`src/timer_pkg.sv`:
```
// constants and types shared by the triple timer / event counter
package timer_pkg;
  // ---------------------------------------------------------------
  // register indices, byte address is four times the index
  // ---------------------------------------------------------------
  localparam logic [9:0] A_HIGH_IDX = 10'h114;
  localparam logic [9:0] A_LOW_IDX = 10'h115;
  localparam logic [9:0] A_CTRL0_IDX = 10'h116;
  localparam logic [9:0] A_CAPH_IDX = 10'h117;
  localparam logic [9:0] B_DATA_IDX = 10'h118;
  localparam logic [9:0] B_CTRL_IDX = 10'h119;
  localparam logic [9:0] C_DATA_IDX = 10'h11a;
  localparam logic [9:0] C_CTRL_IDX = 10'h11b;
  localparam logic [9:0] EDGE_IDX = 10'h100;
  localparam logic [9:0] PORT_B_IDX = 10'h101;
  localparam logic [9:0] STATUS_IDX = 10'h102;
  // ---------------------------------------------------------------
  // field positions
  // ---------------------------------------------------------------
  localparam int RUN_BIT = 7;
  localparam int A_TOG_BIT = 6;
  localparam int A_SRC_BIT = 5;
  localparam int B_TOG_BIT = 6;
  localparam int B_SRC_BIT = 5;
  localparam int C_SRC_BIT = 6;
  localparam int EDGE_A_BIT = 1;
  localparam int EDGE_B_BIT = 2;
  localparam int EDGE_C_BIT = 3;
  // ---------------------------------------------------------------
  // reset values and timing
  // ---------------------------------------------------------------
  localparam logic [7:0] EDGE_RESET = 8'h00;
  localparam logic [1:0] PORT_B_RESET = 2'h0;
  localparam int FOSC_DIV = 4;
  localparam logic [1:0] DIV_LAST = 2'(FOSC_DIV - 1);
  // ---------------------------------------------------------------
  // carriers
  // ---------------------------------------------------------------
  typedef struct packed {
    logic run;
    logic src;
    logic tog;
    logic [4:0] pre_rl;
    logic [15:0] dec_rl;
  } timer_cfg_t;
  typedef struct packed {
    logic [4:0] pre;
    logic [15:0] dec;
  } chain_t;
endpackage

```
`src/triple_timer_event_counter.sv`:
```
// three down-counting timers with capture, first and third with toggle, apb slave
//
// Implementation choice: the APB slave port.
`timescale 1ns/1ns
module triple_timer_event_counter (
  input wire logic sys_clk, // 50 mhz, taken as the oscillator
  input wire logic sys_rst, // async reset, active high
  input wire logic psel, // apb select
  input wire logic penable, // apb access phase
  input wire logic pwrite, // apb direction, high writes
  input wire logic [11:0] paddr, // apb byte address
  input wire logic [31:0] pwdata, // apb write data
  output logic [31:0] prdata, // apb read data
  output logic pready, // apb transfer done
  output logic pslverr, // apb unmapped address
  input wire logic timer_a_event_input, // A1 event pin
  input wire logic timer_b_event_input, // A2 event pin
  input wire logic capture_a_input, // A3 capture pin
  input wire logic capture_b_input, // A4 capture pin
  input wire logic capture_c_input, // A5 capture pin
  input wire logic cpu_idle, // processor idle state
  output logic [1:0] port_b_out, // B1..B0 pin levels
  output logic timer_a_interrupt, // first timer flag
  output logic timer_b_interrupt, // second timer flag
  output logic timer_c_interrupt // third timer flag
);
  // ---------------------------------------------------------------
  // helpers
  // ---------------------------------------------------------------
  function automatic logic is_mapped(input logic [9:0] i);
    is_mapped = (i >= timer_pkg::A_HIGH_IDX &&
                 i <= timer_pkg::C_CTRL_IDX) ||
                i == timer_pkg::EDGE_IDX ||
                i == timer_pkg::PORT_B_IDX ||
                i == timer_pkg::STATUS_IDX;
  endfunction

  function automatic timer_pkg::chain_t load_chain(
    input logic [4:0] p, input logic [15:0] d);
    load_chain.pre = p;
    load_chain.dec = d;
  endfunction

  // ---------------------------------------------------------------
  // apb decode
  // ---------------------------------------------------------------
  logic [9:0] idx;
  logic access;
  logic mapped;
  logic done;
  logic wr_en;
  logic rd_sample;
  assign idx = paddr[11:2];
  assign access = psel & penable;
  assign mapped = is_mapped(idx);
  assign done = access & pready;
  assign wr_en = done & pwrite & mapped;
  // read data and side effects are sampled one edge before pready
  assign rd_sample = access & ~pready & ~pwrite & mapped;

  timer_pkg::timer_cfg_t cfg [3];
  timer_pkg::chain_t ch [3];
  logic [15:0] cap [3];
  logic [7:0] edge_ctrl;
  logic [7:0] high_latch;
  logic [2:0] flag;
  logic [1:0] div_cnt;
  logic base_tick;
  logic [2:0] tick;
  logic [2:0] wrap;
  logic [2:0] start;
  logic [2:0] ext_tick;
  logic [4:0] new_pre [3];
  logic [2:0] cap_in;
  logic [2:0] cap_prev;
  logic [2:0] cap_pol;
  logic a1_prev;
  logic a2_prev;
  logic [7:0] rd_mux;

  // ---------------------------------------------------------------
  // quarter-rate base clock
  // ---------------------------------------------------------------
  always_ff @(posedge sys_clk or posedge sys_rst) begin
    if (sys_rst) begin
      div_cnt <= 2'h0;
    end else begin
      div_cnt <= div_cnt + 2'h1;
    end
  end
  assign base_tick = div_cnt == timer_pkg::DIV_LAST;

  // event pins are synchronous; a rising edge is one step
  always_ff @(posedge sys_clk or posedge sys_rst) begin
    if (sys_rst) begin
      a1_prev <= 1'b0;
      a2_prev <= 1'b0;
    end else begin
      a1_prev <= timer_a_event_input;
      a2_prev <= timer_b_event_input;
    end
  end
  assign ext_tick[0] = timer_a_event_input & ~a1_prev;
  assign ext_tick[1] = timer_b_event_input & ~a2_prev;
  // one step per second-timer wrap, never more
  assign ext_tick[2] = wrap[1];

  // ---------------------------------------------------------------
  // start strobes; the prescaler reload comes from the same write
  // ---------------------------------------------------------------
  assign start[0] = wr_en && idx == timer_pkg::A_CTRL0_IDX &&
                    pwdata[timer_pkg::RUN_BIT];
  assign start[1] = wr_en && idx == timer_pkg::B_CTRL_IDX &&
                    pwdata[timer_pkg::RUN_BIT];
  assign start[2] = wr_en && idx == timer_pkg::C_CTRL_IDX &&
                    pwdata[timer_pkg::RUN_BIT];
  assign new_pre[0] = pwdata[4:0];
  assign new_pre[1] = {3'h0, pwdata[1:0]};
  assign new_pre[2] = {3'h0, pwdata[1:0]};

  // ---------------------------------------------------------------
  // three count chains; narrow timers keep zero upper bits
  // ---------------------------------------------------------------
  genvar g;
  generate
    for (g = 0; g < 3; g++) begin : gen_chain
      assign tick[g] = cfg[g].run &
                       (cfg[g].src ? ext_tick[g] : base_tick);
      assign wrap[g] = tick[g] && ch[g].pre == 5'h00 &&
                       ch[g].dec == 16'h0000;
      // start beats a wrap in the same cycle; both reload anyway
      always_ff @(posedge sys_clk or posedge sys_rst) begin
        if (sys_rst) begin
          ch[g] <= '0;
        end else if (start[g]) begin
          ch[g] <= load_chain(new_pre[g], cfg[g].dec_rl);
        end else if (wrap[g]) begin
          ch[g] <= load_chain(cfg[g].pre_rl, cfg[g].dec_rl);
        end else if (tick[g]) begin
          if (ch[g].pre == 5'h00) begin
            ch[g].pre <= cfg[g].pre_rl;
            ch[g].dec <= ch[g].dec - 16'h0001;
          end else begin
            ch[g].pre <= ch[g].pre - 5'h01;
          end
        end
      end
      // capture on the programmed edge, frozen while idle
      always_ff @(posedge sys_clk or posedge sys_rst) begin
        if (sys_rst) begin
          cap[g] <= 16'h0000;
        end else if (!cpu_idle && (cap_pol[g] ?
                     (cap_in[g] & ~cap_prev[g]) :
                     (~cap_in[g] & cap_prev[g]))) begin
          cap[g] <= ch[g].dec;
        end
      end
    end
  endgenerate

  // ---------------------------------------------------------------
  // capture pin edge history
  // ---------------------------------------------------------------
  assign cap_in = {capture_c_input, capture_b_input, capture_a_input};
  assign cap_pol = {edge_ctrl[timer_pkg::EDGE_C_BIT],
                    edge_ctrl[timer_pkg::EDGE_B_BIT],
                    edge_ctrl[timer_pkg::EDGE_A_BIT]};
  always_ff @(posedge sys_clk or posedge sys_rst) begin
    if (sys_rst) begin
      cap_prev <= 3'h0;
    end else begin
      cap_prev <= cap_in;
    end
  end

  // ---------------------------------------------------------------
  // software-written configuration
  // ---------------------------------------------------------------
  always_ff @(posedge sys_clk or posedge sys_rst) begin
    if (sys_rst) begin
      for (int i = 0; i < 3; i++) begin
        cfg[i] <= '0;
      end
      edge_ctrl <= timer_pkg::EDGE_RESET;
    end else if (wr_en) begin
      case (idx)
        timer_pkg::A_HIGH_IDX: begin
          cfg[0].dec_rl[15:8] <= pwdata[7:0];
        end
        timer_pkg::A_LOW_IDX: begin
          cfg[0].dec_rl[7:0] <= pwdata[7:0];
        end
        timer_pkg::A_CTRL0_IDX: begin
          cfg[0].pre_rl <= pwdata[4:0];
          cfg[0].src <= pwdata[timer_pkg::A_SRC_BIT];
          cfg[0].tog <= pwdata[timer_pkg::A_TOG_BIT];
          cfg[0].run <= pwdata[timer_pkg::RUN_BIT];
        end
        timer_pkg::B_DATA_IDX: begin
          cfg[1].dec_rl <= {8'h00, pwdata[7:0]};
        end
        timer_pkg::B_CTRL_IDX: begin
          cfg[1].pre_rl <= {3'h0, pwdata[1:0]};
          cfg[1].src <= pwdata[timer_pkg::B_SRC_BIT];
          cfg[2].tog <= pwdata[timer_pkg::B_TOG_BIT];
          cfg[1].run <= pwdata[timer_pkg::RUN_BIT];
        end
        timer_pkg::C_DATA_IDX: begin
          cfg[2].dec_rl <= {8'h00, pwdata[7:0]};
        end
        timer_pkg::C_CTRL_IDX: begin
          cfg[2].pre_rl <= {3'h0, pwdata[1:0]};
          cfg[2].src <= pwdata[timer_pkg::C_SRC_BIT];
          cfg[2].run <= pwdata[timer_pkg::RUN_BIT];
        end
        timer_pkg::EDGE_IDX: begin
          edge_ctrl <= pwdata[7:0];
        end
        default: begin
        end
      endcase
    end
  end

  // ---------------------------------------------------------------
  // port b data doubles as the toggle state, so the pin keeps its
  // last toggled level when the toggle is switched off
  // ---------------------------------------------------------------
  logic [1:0] tog_en;
  logic [1:0] tog_hit;
  logic port_wr;
  assign tog_en = {cfg[2].tog, cfg[0].tog};
  // flags and interrupt enables play no part here
  assign tog_hit = tog_en & {wrap[2], wrap[0]};
  assign port_wr = wr_en && idx == timer_pkg::PORT_B_IDX;
  always_ff @(posedge sys_clk or posedge sys_rst) begin
    if (sys_rst) begin
      port_b_out <= timer_pkg::PORT_B_RESET;
    end else begin
      for (int k = 0; k < 2; k++) begin
        if (tog_hit[k]) begin
          port_b_out[k] <= ~port_b_out[k];
        end else if (port_wr && !tog_en[k]) begin
          port_b_out[k] <= pwdata[k];
        end
      end
    end
  end

  // ---------------------------------------------------------------
  // sticky flags, write one to clear, a new wrap wins
  // ---------------------------------------------------------------
  logic [2:0] flag_clr;
  assign flag_clr = (wr_en && idx == timer_pkg::STATUS_IDX) ?
                    pwdata[2:0] : 3'h0;
  always_ff @(posedge sys_clk or posedge sys_rst) begin
    if (sys_rst) begin
      flag <= 3'h0;
    end else begin
      flag <= (flag & ~flag_clr) | wrap;
    end
  end
  assign timer_a_interrupt = flag[0];
  assign timer_b_interrupt = flag[1];
  assign timer_c_interrupt = flag[2];

  // ---------------------------------------------------------------
  // read selection; both high-byte addresses return the latch
  // ---------------------------------------------------------------
  always_comb begin
    case (idx)
      timer_pkg::A_HIGH_IDX: rd_mux = high_latch;
      timer_pkg::A_LOW_IDX: rd_mux = ch[0].dec[7:0];
      timer_pkg::A_CTRL0_IDX: rd_mux = cap[0][7:0];
      timer_pkg::A_CAPH_IDX: rd_mux = high_latch;
      timer_pkg::B_DATA_IDX: rd_mux = ch[1].dec[7:0];
      timer_pkg::B_CTRL_IDX: rd_mux = cap[1][7:0];
      timer_pkg::C_DATA_IDX: rd_mux = ch[2].dec[7:0];
      timer_pkg::C_CTRL_IDX: rd_mux = cap[2][7:0];
      timer_pkg::EDGE_IDX: rd_mux = edge_ctrl;
      timer_pkg::PORT_B_IDX: rd_mux = {6'h00, port_b_out};
      timer_pkg::STATUS_IDX: rd_mux = {5'h00, flag};
      default: rd_mux = 8'h00;
    endcase
  end

  // low-byte reads freeze the high byte so a pair reads coherently
  always_ff @(posedge sys_clk or posedge sys_rst) begin
    if (sys_rst) begin
      high_latch <= 8'h00;
    end else if (rd_sample && idx == timer_pkg::A_LOW_IDX) begin
      high_latch <= ch[0].dec[15:8];
    end else if (rd_sample && idx == timer_pkg::A_CTRL0_IDX) begin
      high_latch <= cap[0][15:8];
    end
  end

  // ---------------------------------------------------------------
  // apb answer: one wait state so every output is a flop
  // ---------------------------------------------------------------
  always_ff @(posedge sys_clk or posedge sys_rst) begin
    if (sys_rst) begin
      pready <= 1'b0;
      pslverr <= 1'b0;
      prdata <= 32'h0000_0000;
    end else begin
      pready <= access & ~pready;
      pslverr <= access & ~pready & ~mapped;
      if (access && !pready) begin
        prdata <= (pwrite || !mapped) ? 32'h0000_0000 :
                  {24'h00_0000, rd_mux};
      end
    end
  end
endmodule

```
`config.mk`:
```
export PLATFORM = sky130hd
export DESIGN_NAME = triple_timer_event_counter
export DESIGN_NICKNAME = d
export VERILOG_FILES = /design/src/timer_pkg.sv /design/src/triple_timer_event_counter.sv
export SDC_FILE = /design/constraint.sdc
export NUM_CORES = 1
export LEC_CHECK = 0
export BUFFER_PORTS_ARGS = -buffer_cell sky130_fd_sc_hd__buf_2
export CORE_MARGIN = 1.5
export CORE_UTILIZATION = 61
export CTS_BUF_LIST = sky130_fd_sc_hd__clkbuf_8
export CTS_CLUSTER_SIZE = 8
export DETAILED_ROUTE_END_ITERATION = 16
export PLACE_DENSITY = 0.89
export SLEW_MARGIN = 10
export SYNTH_ARGS = -nofsm -noshare
export SYNTH_HDL_FRONTEND = slang
export SYNTH_SLANG_ARGS = --single-unit
```
`constraint.sdc`:
```
create_clock -name sys_clk -period 7.1 [get_ports sys_clk]
set_input_delay 0.355 -clock sys_clk [delete_from_list [all_inputs] [get_ports sys_clk]]
set_output_delay 0.355 -clock sys_clk [all_outputs]
set_load 0.01 [all_outputs]
```
==> metrics.txt <==
vias 7410; Hold Buf Count CTS 1; Hold Path Class in -> reg; first-pass GRT wire length 36400 um; maxcap violations 0; drt drc 0; Async SR Flop Fraction 100%; Netlist Area Pre-Place 9350 um^2; Initial Util 62.0%; CTS tree built; area grow syn2layout 7.09%; Congestion Overflow GR 0; Slew HR 29.4%; 1st-iter DRT viols 1028; Synth Flop Type dfrtp_1; largest net degree at the start of global routing 123; Syn Area/Cell 10.7 um^2; # placed instances 1074; fmax 0.330 GHz; Synth top area share 48.7%; Sink Count 182; post-synthesis sequential area ratio 48.7%; Layout Cells excl Fill 1109; status completed; gpl congestion 0.962; DRT Pass-1 Iters 6; H-tree levels 4; Critical Path RT 7460 ps; DIE HEIGHT 127 um; post-synthesis cell count 877; Final Setup Violations 0; die area 16100 um^2; clock skew 13.4 ps; Tightest Pin Transition 1060 ps; CP startpoint ch[21]$_DFFE_PP0P_; crit path kind reg -> reg; root buffer cell clkbuf_8; DRT Wirelength 22500 um; reg-to-reg startpoint ch[21]$_DFFE_PP0P_; Peak VDD IR 0.127 mV; RSZ-0062 raised after global routing no; I/O pin count 94; Post-CTS Setup Inserts 0; Fin. Hold Viols 0; count of different cell masters after synthesis 83; post_cts resized 0; Nets 969; initial antenna violation count 2; cell with the most instances after synthesis dfrtp_1; Final min period 3030 ps; EDFF count, synth 0; I/O Buffers 43; post-DP HPWL 15400 um; crit-path max FO 7; row cnt 45; CORE AREA 15100 um^2; Total GRT Usage 29.3%; Critical Path AT 3390 ps; startpoint types flop; Lkg Pwr 4.54 nW; post-synth top area cell dfrtp_1; Hold Crit Start capture_a_input; Final Max Tran Viols 0; commonest cells in the netlist dfrtp_1, mux2_2, nor2_1; Synth Register Bits 182; CTS clk-pin slew, worst paths 90 ps; vias per cell 6.68; number of CTS-inserted buffers 17; hold slack 17.0 ps; Final ANT Viol Nets 0; vias in the first global route 7063; crit share post-route 42.7%; layout cell share with drive strength beyond 1 21.1%; crit end category flop; Syn. warnings 0; TNS Setup 0 ps; clk_lat worst skew 470 ps; DR WL/cell 20.3 um; width of the die 127 um; Synth area leaders dfrtp_1, mux2_2, nor2_1; clk buf depth 2; pwr dens 230 nW/um^2
area by class of cell:
cell class,instances,area [um^2]
clock inverters,12,154
multi-input cells,634,4460
repair buffers,49,265
flip-flops and latches,182,4550
inverters,23,91.3
fillers,1088,5070
well taps,188,235
clock buffers,18,248
diodes,3,7.51
path summary, 6_finish.rpt:
check,end,slack [ps],depth (start not counted)
max,ch[2]$_DFFE_PP0P_,4070,8
min reg2reg,div_cnt[0]$_DFF_PP0_,450,1
min,cap_prev[0]$_DFF_PP0_,20,1
min in group asynchronous,cap_prev[2]$_DFF_PP0_,140,2
max in group asynchronous,cfg[52]$_DFFE_PP0P_,5570,3
max reg2reg,ch[2]$_DFFE_PP0P_,4070,8
critical path: stages, from the launching register on:
cell and delay, ps:
dfrtp_1 480, inv_1 130, ha_1 210, nor4b_4 360
nand4_2 260, nor3_1 720, a221o_1 370, nor4_1 90
a211o_1 290
state kept, by name (all words and copies together) (netlist names):
name / cells
edge_ctrl: 8
pready: 1
flag: 3
pslverr: 1
cap_prev: 3
cap: 32
div_cnt: 2
ch: 63
port_b_out: 2
cfg: 49
prdata: 8
high_latch: 8
a1_prev: 1
a2_prev: 1
placed cells by master, fill, tap and decap left out, types with 8 or more instances in the layout:
cell      Yosys  layout
o21ai_0      32      32
xor2_1       13      13
o31ai_1       9       9
a21oi_1      40      40
buf_2        10      43
or4_1         9       9
nand3_1      17      17
o211ai_1     13      13
conb_1        1      24
mux2_2       87      87
nor2_1       81      81
clkbuf_8      0      18
a221o_1       8       8
inv_1        23      23
nand2_1      57      57
nor3_1       42      42
xnor2_1      12      12
nor4_1       16      15
o22ai_1      14      14
dfrtp_1     182     182
routing by layer:
metal	part of all wire [%]	GRT usage [%]	up-vias	wire, um
li1	-	-	3254	-
met1	41	40.3	3656	9290
met2	46	44.7	416	10400
met3	8.0	5.06	84	1790
met4	4.6	15.9	0	1030
met5	0	0	-	0
report_power, final:
part	total (mW)	leakage [nW]	internal (mW)	switching, mW
Clock	0.725	0.203	0.354	0.371
Sequential	1.27	2.39	1.14	0.136
Combinational	0.308	1.95	0.149	0.159
cells by family (layout without fill, tap and decap cells):
kind of cell	count (synthesis)	count (layout)	share of synthesized area (%)
multiplexers	102	102	13.2
buffers and inverters	84	102	4.60
flip-flops	182	182	48.7
adder cells (fa/ha/maj)	7	7	0.936
other	1	27	0.0401
XOR/XNOR	25	25	2.34
AND/OR/NAND/NOR	292	292	16.4
AO/OA/AOI/OAI	184	184	13.8
metrics by stage:
step | power, mW | setup WS, ps | util [%] | cell area, um^2
after floorplan | 1.49 | 1800 | - | 9440
after global placement | 1.57 | 3850 | 63.5 | 9590
after detailed placement | 1.59 | 3800 | 63.5 | 9590
after CTS | 2.30 | 4140 | 66.3 | 10000
after global routing | 2.40 | 3910 | 66.4 | 10000
final | 2.31 | 4070 | 66.4 | 10000
(Power assumes the default switching activity.)
